$ cat src/tzpc_pkg.sv
// shared constants and types for the prescaled timer-zero counter
package tzpc_pkg;

    // register offsets on the plain register port
    localparam logic [7:0] ADDR_COUNT = 8'h00;   // timer_zero_count
    localparam logic [7:0] ADDR_CONFIG = 8'h01;  // source, edge, bypass, prescale
    localparam logic [7:0] ADDR_INTCTL = 8'h02;  // interrupt_control

    // field positions in the configuration register
    localparam int CFG_PS_LSB = 0;
    localparam int CFG_PS_W = 3;
    localparam int CFG_BYPASS_BIT = 3;
    localparam int CFG_EDGE_BIT = 4;
    localparam int CFG_SRC_BIT = 5;

    // field positions in interrupt_control
    localparam int IC_FLAG_BIT = 2;
    localparam int IC_EN_BIT = 5;

    // counter and data constants
    localparam logic [7:0] COUNT_RST = 8'h00;
    localparam logic [7:0] COUNT_MAX = 8'hFF;
    localparam logic [7:0] COUNT_ONE = 8'h01;
    localparam logic [7:0] PRESC_RST = 8'h00;
    localparam logic [7:0] PRESC_ONE = 8'h01;
    localparam logic [7:0] DATA_ZERO = 8'h00;

    // configuration reset values
    localparam logic [2:0] PS_RST = 3'h7;
    localparam logic BYPASS_RST = 1'b1;
    localparam logic EDGE_RST = 1'b1;
    localparam logic SRC_RST = 1'b1;

    // quarter phases of one instruction cycle, one mclk each
    typedef enum logic [1:0] {
        PH_Q1 = 2'b00,
        PH_Q2 = 2'b01,
        PH_Q3 = 2'b10,
        PH_Q4 = 2'b11
    } tzpc_phase_t;

    // counting configuration
    typedef struct packed {
        logic src_ext;
        logic edge_fall;
        logic bypass;
        logic [2:0] ps;
    } tzpc_cfg_t;

    // one register port request
    typedef struct packed {
        logic [7:0] addr;
        logic [7:0] wdata;
        logic wr;
        logic rd;
    } tzpc_bus_t;

endpackage

$ cat src/tzpc_top.sv
`timescale 1ns/1ps
// Notes on behaviour
// - prescaler private to this counter, not watchdog
// - bypass clear puts prescaler in path
// - select picks divide 2 to 256
// - bypass set counts every event, 1:1
// - prescaler count never software visible
// - count write clears the prescaler
// - FFh to 00h rollover is overflow event
// - flag sets on overflow regardless of enable
// - only software clears the flag
// - interrupt only while enable bit set
// - external edge synchronised to instruction clock
// - prescaler output sampled on Q2, Q4 in counter mode
// - no counting while asleep
// - count holds its value during sleep
// - overflow cannot wake from sleep
module tzpc_top (
    // clock, reset, enable
    input wire logic mclk,
    input wire logic rst_n,
    input wire logic ce,
    // register port
    input tzpc_pkg::tzpc_bus_t bus_req,
    output logic [7:0] rdata,
    // external count pin and processor sleep state
    input wire logic external_count_input,
    input wire logic sleep,
    // interrupt request
    output logic irq
);

    tzpc_pkg::tzpc_phase_t phase_reg;  // current quarter phase
    tzpc_pkg::tzpc_phase_t phase_next;
    tzpc_pkg::tzpc_cfg_t cfg_reg;      // counting configuration
    logic [7:0] count_reg;             // timer_zero_count
    logic [7:0] presc_reg;             // private prescaler count
    logic tap_prev_reg;                // last prescaler tap, timer mode
    logic samp_reg;                    // Q2/Q4 sample of count source
    logic samp_prev_reg;               // previous sample
    logic lvl_prev_reg;                // previous pin level after edge polarity
    logic flag_reg;                    // overflow_flag
    logic en_reg;                      // overflow_irq_enable
    logic pin_level;                   // synchronised pin
    logic ext_level;                   // pin after edge polarity
    logic src_evt;                     // one event into the prescaler
    logic tap;                         // selected prescaler bit
    logic cnt_src;                     // level sampled in counter mode
    logic inc;                         // advance timer_zero_count
    logic cnt_wr;                      // software writes the count
    logic ic_wr;                       // software writes interrupt_control
    logic cfg_wr;                      // software writes configuration
    logic ovf;                         // rollover this cycle
    logic [7:0] rd_mux;                // read data before its register

    // rising edge of a level between two cycles
    function automatic logic rise(input logic prev, input logic cur);
        rise = cur && !prev;
    endfunction

    // pin synchroniser to the instruction clock
    tzpc_sync u_sync (
        .mclk(mclk),
        .rst_n(rst_n),
        .ce(ce),
        .pin(external_count_input),
        .level(pin_level)
    );

    // write decode
    assign cnt_wr = bus_req.wr && (bus_req.addr == tzpc_pkg::ADDR_COUNT);
    assign cfg_wr = bus_req.wr && (bus_req.addr == tzpc_pkg::ADDR_CONFIG);
    assign ic_wr = bus_req.wr && (bus_req.addr == tzpc_pkg::ADDR_INTCTL);

    // quarter-phase sequencer
    always_comb begin
        case (phase_reg)
            tzpc_pkg::PH_Q1: phase_next = tzpc_pkg::PH_Q2;
            tzpc_pkg::PH_Q2: phase_next = tzpc_pkg::PH_Q3;
            tzpc_pkg::PH_Q3: phase_next = tzpc_pkg::PH_Q4;
            tzpc_pkg::PH_Q4: phase_next = tzpc_pkg::PH_Q1;
            default: phase_next = tzpc_pkg::PH_Q1;
        endcase
    end

    always_ff @(posedge mclk) begin
        if (!rst_n) begin
            phase_reg <= tzpc_pkg::PH_Q1;
        end else if (ce) begin
            phase_reg <= phase_next;
        end
    end

    // event source: instruction cycle or chosen pin edge
    assign ext_level = pin_level ^ cfg_reg.edge_fall;
    always_comb begin
        if (cfg_reg.src_ext) begin
            src_evt = rise(lvl_prev_reg, ext_level);
        end else begin
            src_evt = (phase_reg == tzpc_pkg::PH_Q4);
        end
    end

    // previous pin level after edge polarity, for edge finding
    always_ff @(posedge mclk) begin
        if (!rst_n) begin
            lvl_prev_reg <= tzpc_pkg::EDGE_RST;  // idle pin after polarity, so no false edge after reset
        end else if (ce) begin
            lvl_prev_reg <= ext_level;
        end
    end

    // private prescaler, no watchdog connection and no bus access
    always_ff @(posedge mclk) begin
        if (!rst_n) begin
            presc_reg <= tzpc_pkg::PRESC_RST;
        end else if (ce) begin
            if (cnt_wr) begin
                presc_reg <= tzpc_pkg::PRESC_RST;
            end else if (src_evt && !sleep) begin
                presc_reg <= presc_reg + tzpc_pkg::PRESC_ONE;
            end
        end
    end

    // tap bit ps toggles once per 2^ps events
    assign tap = presc_reg[cfg_reg.ps];

    // count source level for counter mode
    assign cnt_src = cfg_reg.bypass ? ext_level : tap;

    // sample the count source on Q2 and Q4 only
    always_ff @(posedge mclk) begin
        if (!rst_n) begin
            samp_reg <= tzpc_pkg::EDGE_RST;       // idle count source, no false step after reset
            samp_prev_reg <= tzpc_pkg::EDGE_RST;
            tap_prev_reg <= 1'b0;
        end else if (ce) begin
            tap_prev_reg <= tap;
            if ((phase_reg == tzpc_pkg::PH_Q2) || (phase_reg == tzpc_pkg::PH_Q4)) begin
                samp_reg <= cnt_src;
                samp_prev_reg <= samp_reg;
            end
        end
    end

    // advance decision
    always_comb begin
        if (sleep) begin
            inc = 1'b0;
        end else if (cfg_reg.src_ext) begin
            inc = rise(samp_prev_reg, samp_reg) &&
                  ((phase_reg == tzpc_pkg::PH_Q3) || (phase_reg == tzpc_pkg::PH_Q1));
        end else if (cfg_reg.bypass) begin
            inc = src_evt;
        end else begin
            inc = rise(tap_prev_reg, tap);
        end
    end

    // rollover from the top value
    assign ovf = inc && !cnt_wr && (count_reg == tzpc_pkg::COUNT_MAX);

    // timer_zero_count: write loads, event steps, sleep holds
    always_ff @(posedge mclk) begin
        if (!rst_n) begin
            count_reg <= tzpc_pkg::COUNT_RST;
        end else if (ce) begin
            if (cnt_wr) begin
                count_reg <= bus_req.wdata;
            end else if (inc) begin
                count_reg <= count_reg + tzpc_pkg::COUNT_ONE;
            end
        end
    end

    // configuration register
    always_ff @(posedge mclk) begin
        if (!rst_n) begin
            cfg_reg.ps <= tzpc_pkg::PS_RST;
            cfg_reg.bypass <= tzpc_pkg::BYPASS_RST;
            cfg_reg.edge_fall <= tzpc_pkg::EDGE_RST;
            cfg_reg.src_ext <= tzpc_pkg::SRC_RST;
        end else if (ce && cfg_wr) begin
            cfg_reg.ps <= bus_req.wdata[tzpc_pkg::CFG_PS_LSB +: tzpc_pkg::CFG_PS_W];
            cfg_reg.bypass <= bus_req.wdata[tzpc_pkg::CFG_BYPASS_BIT];
            cfg_reg.edge_fall <= bus_req.wdata[tzpc_pkg::CFG_EDGE_BIT];
            cfg_reg.src_ext <= bus_req.wdata[tzpc_pkg::CFG_SRC_BIT];
        end
    end

    // overflow flag: set wins, cleared by writing one
    always_ff @(posedge mclk) begin
        if (!rst_n) begin
            flag_reg <= 1'b0;
        end else if (ce) begin
            if (ovf) begin
                flag_reg <= 1'b1;
            end else if (ic_wr && bus_req.wdata[tzpc_pkg::IC_FLAG_BIT]) begin
                flag_reg <= 1'b0;
            end
        end
    end

    // interrupt enable bit
    always_ff @(posedge mclk) begin
        if (!rst_n) begin
            en_reg <= 1'b0;
        end else if (ce && ic_wr) begin
            en_reg <= bus_req.wdata[tzpc_pkg::IC_EN_BIT];
        end
    end

    // level interrupt; frozen counter means no overflow can wake sleep
    always_ff @(posedge mclk) begin
        if (!rst_n) begin
            irq <= 1'b0;
        end else if (ce) begin
            irq <= flag_reg && en_reg;
        end
    end

    // read multiplexer; unmapped addresses read zero
    always_comb begin
        rd_mux = tzpc_pkg::DATA_ZERO;
        case (bus_req.addr)
            tzpc_pkg::ADDR_COUNT: rd_mux = count_reg;
            tzpc_pkg::ADDR_CONFIG: begin
                rd_mux[tzpc_pkg::CFG_PS_LSB +: tzpc_pkg::CFG_PS_W] = cfg_reg.ps;
                rd_mux[tzpc_pkg::CFG_BYPASS_BIT] = cfg_reg.bypass;
                rd_mux[tzpc_pkg::CFG_EDGE_BIT] = cfg_reg.edge_fall;
                rd_mux[tzpc_pkg::CFG_SRC_BIT] = cfg_reg.src_ext;
            end
            tzpc_pkg::ADDR_INTCTL: begin
                rd_mux[tzpc_pkg::IC_FLAG_BIT] = flag_reg;
                rd_mux[tzpc_pkg::IC_EN_BIT] = en_reg;
            end
            default: rd_mux = tzpc_pkg::DATA_ZERO;
        endcase
    end

    // read data stand only in the cycle after the strobe
    always_ff @(posedge mclk) begin
        if (!rst_n) begin
            rdata <= tzpc_pkg::DATA_ZERO;
        end else if (ce) begin
            rdata <= bus_req.rd ? rd_mux : tzpc_pkg::DATA_ZERO;
        end
    end
endmodule

$ cat src/tzpc_sync.sv
`timescale 1ns/1ps
// three-flop pin synchroniser; the level changes once the last two stages agree
module tzpc_sync (
    // clock, reset, enable
    input wire logic mclk,
    input wire logic rst_n,
    input wire logic ce,
    // asynchronous pin and its clean level
    input wire logic pin,
    output logic level
);

    logic s1_reg;  // first stage, read only by the second
    logic s2_reg;  // second stage
    logic s3_reg;  // third stage

    // shift the pin through three flops
    always_ff @(posedge mclk) begin
        if (!rst_n) begin
            s1_reg <= 1'b0;
            s2_reg <= 1'b0;
            s3_reg <= 1'b0;
        end else if (ce) begin
            s1_reg <= pin;
            s2_reg <= s1_reg;
            s3_reg <= s2_reg;
        end
    end

    // accept a new level only when stages two and three agree
    always_ff @(posedge mclk) begin
        if (!rst_n) begin
            level <= 1'b0;
        end else if (ce && (s2_reg == s3_reg)) begin
            level <= s3_reg;
        end
    end

endmodule

$ cat config.mk
export PLATFORM = sky130hd
export DESIGN_NAME = tzpc_top
export DESIGN_NICKNAME = d
export VERILOG_FILES = /design/src/tzpc_pkg.sv /design/src/tzpc_top.sv /design/src/tzpc_sync.sv
export SDC_FILE = /design/constraint.sdc
export NUM_CORES = 1
export LEC_CHECK = 0
export CORE_ASPECT_RATIO = 2
export CORE_MARGIN = 3
export CORE_UTILIZATION = 41
export CTS_CLUSTER_DIAMETER = 40
export DETAILED_ROUTE_END_ITERATION = 6
export DONT_BUFFER_PORTS = 1
export PLACE_DENSITY = 0.64
export SLEW_MARGIN = 10
export SYNTH_ARGS = -nofsm -noshare
export SYNTH_HDL_FRONTEND = slang
export SYNTH_SLANG_ARGS = --single-unit
$ cat constraint.sdc
create_clock -name mclk -period 1.8 [get_ports mclk]
set_input_delay 0.09 -clock mclk [delete_from_list [all_inputs] [get_ports mclk]]
set_output_delay 0.09 -clock mclk [all_outputs]
set_load 0.1 [all_outputs]
==> summary.txt <==
CTS tree: built
Row Count: 37
Fin. Hold Viols: 0
Setup Crit Path Kind: register to register
Critical path endpoint: count_reg[0]
Kind of cell adding the most delay to the critical path: simple AND/OR/NAND/NOR gates
Flop2flop setup slack: -0.21 ns
Max IR drop VDD: 666 uV
Worst Path Buf+Inv: 2
Fmax: 0.496 GHz
H-tree levels: 2
RSZ-0062 raised after global routing: yes
Mux share of post-synthesis cell area: 0.0863
Total GRT Usage: 0.221
Setup violators final: 8
Drt wl/cell: 17.2 um
Compound-Gate Fraction of Synth Area: 0.212
Hpwl dp: 4590 um
Non-Filler Instances: 364
Cell Pwr Density: 614 nW/um^2
DRT Wirelength: 6270 um
Syn nets: 289
Slew Viols, Final: 0
Lkg Pwr: 1.12 nW
Critical path depth: 8
Status: finished with violations
Synth top area cells: dfxtp_1, nand2_1, a21oi_1
Multi-input gate area: 1370 um^2
Placed Area: 2540 um^2
Fin crit share: 1.12
CTS Buffer Depth: 2
Skew final: 0.00352 ns
Grt total ovfl: 0
Initial Util: 0.425
Via density: 5.82
Worst Path Required: 2.00 ns
Crit path max fanout: 5
Syn. warnings: 0
Synth Flop Type: dfxtp_1
Post-synthesis instance area: 2200 um^2
Largest family of logic cells by synthesized area: simple AND/OR/NAND/NOR gates
Post-synth ARST share: 0
Synthesis-stage register bit count: 43
Busiest grt layer: met2
Layout cells sized above 1: 0.258
Setup ws final: -0.215 ns
Worst-Margin Slew: 0.751 ns
Sequential-to-total area share from yosys stat: 0.391
Crit Reg-Reg Endpoint: count_reg[0]
CTS sink count: 43
Largest area contributor in the netlist: dfxtp_1
Netlist cell types: 48
Worst reg2reg path depth: 8
M3 GR Usage: 0.0458
Critical path, cell by cell: inv_4, ha_4, nor2_2, o31a_1, or4b_4, buf_6, and2_4, o221a_2
Routability cong.: 0.868
Die area: 6340 um^2
Vias: 2118
DR iter-0 viols: 40
Worst path max stage delay: 0.54 ns
Port buffer count: 0
Failing checks: setup timing
Number of global-route vias before repair: 2207
Syn-to-layout area delta: 29.0%
HP Class: input port to register
Worst Hold Depth: 2
DRC viols: 0
Die height: 110 um
Syn Inst Count: 259
Detailed Routing Iterations Pass 1: 4
Placed Instances: 345
DIE WIDTH: 57.8 um
Antenna violations before repair: 0
Yosys top cell area share: 0.391
Crit path max-delay cell type: or4b_4
Clk_lat worst skew: 0.30 ns
Post-route cell area: 2840 um^2
CP startpoint kind: register
Clock slew at reported path FFs: 0.08 ns
IO Count: 32
Post-Synth Adder-Cell Area: 0.0398
Min Tclk post-route: 2.01 ns
Power Total: 0.00174 W
Routing usage on met2: 0.405
Number of antenna diodes: 0
Origin of the critical flop-to-flop path: phase_reg[0]
Clock root buffer: clkbuf_8
Synth Area in Simple Gates: 0.220
Number of routed nets with antenna violations: 0
Start point of the critical path: phase_reg[0]
FF+latch area: 867 um^2
Post-synth EDFFs: 0
Largest net degree at the start of global routing: 19
Filler cells: 496
Core ar.: 5180 um^2
Fin util: 0.548
Slew margin rel.: 0.498
CP Capture Type: register
Total CTS buffers: 5
XOR/XNOR Fraction of Synth Area: 0.00795
First-pass GRT wire length: 10500 um
WP data arrival: 2.21 ns
Mapped Avg Cell Area: 8.51 um^2
Maxcap violations: 0
# nets final: 335
Met1 Track Usage GR: 0.218
worst min-delay path by stage:
stage | start | end
after CTS | bus_req[7] | count_reg[5]
after floorplan | bus_req[2] | cfg_reg[0]
final | ce | presc_reg[6]
after global routing | ce | presc_reg[6]
after global placement | rst_n | cfg_reg[5]
after detailed placement | rst_n | cfg_reg[5]
through the flow:
| stage | hold WS [ns] | TNS (ns) | setup WS [ns] |
|---|---|---|---|
| after floorplan | 0.215 | -1.06 | -0.148 |
| after global placement | 0.158 | -1.37 | -0.182 |
| after detailed placement | 0.162 | -1.83 | -0.259 |
| after CTS | 0.00126 | -1.56 | -0.209 |
| after global routing | 0.00497 | -2.16 | -0.288 |
| final | 0.00939 | -1.53 | -0.215 |
worst register-to-register path: cells and delay by family (launching register included):
family          cells  cell delay [ns]
simple gates        3             0.74
compound gates      2             0.47
flops               1             0.34
buf+inv             2             0.23
fa+ha+maj           1             0.14
where the power goes:
part | internal (W) | total, W | switching [W]
Sequential | 0.000965 | 0.000975 | 0.0000104
Combinational | 0.0000733 | 0.000160 | 0.0000867
Clock | 0.000273 | 0.000609 | 0.000337
layout make-up:
class	count	share of cell area
clock inverter	1	0.00176
timing repair buffer	51	0.147
sequential	43	0.305
tap	58	0.0255
inverter	9	0.0128
clock buffer	7	0.0268
multi-input combinational	195	0.481
cell usage after synthesis (4+ instances only):
master	n
and3_1	4
nor2_1	23
mux2i_1	9
nand3_1	8
ha_1	7
inv_1	9
o21ai_0	9
dfxtp_1	43
a21oi_1	25
o32ai_1	4
o211ai_1	5
clkbuf_1	8
nand2_1	38
a22oi_1	10
layer usage:
layer,vias up,part of all wire,routed length [um]
li1,1035,-,-
met1,1009,0.36,2250
met2,57,0.54,3400
met3,17,0.047,292
met4,0,0.051,320
met5,-,0,0
logic make-up (layout without fill, tap and decap cells):
family | after synthesis | in the layout
compound gates | 71 | 71
xor+xnor | 2 | 2
buf+inv | 21 | 68
simple gates | 100 | 100
mux | 15 | 15
flops | 43 | 43
fa+ha+maj | 7 | 7
cells in the final DEF, fill, tap and decap left out, types with 2 or more instances in the layout:
cell           instances
and3b_1                2
buf_4                 39
nor3b_1                2
a22oi_1                8
nand4_1                3
clkbuf_1               2
nand3b_1               2
o211ai_1               5
a21oi_2                3
nand2_1               38
dfxtp_1               40
nor3_1                 3
clkbuf_8               5
a32o_1                 2
o32ai_2                4
mux2i_1                9
o21a_1                 2
a21oi_1               22
nand3_1                8
ha_1                   4
dfxtp_2                2
o21ai_0                9
inv_1                  7
o31ai_1                2
o2bb2ai_1              2
a22oi_2                2
o31a_1                 3
or3_1                  2
nor4_1                 3
mux4_2                 2
mux2_2                 3
nor2_1                22
and3_1                 4
dlygate4sd3_1          9
ha_4                   3
what timing repair did:
action                     in CTS  in global routing
cloned                          1                  0
hold buffers                    9                  0
pin swaps                       4                  1
hold endpoints to repair       25                  0
setup buffers                   2                  0
gates resized for setup        17                 10
setup endpoints to repair      12                 14
No activity file was read; power rests on OpenSTA's default activity.
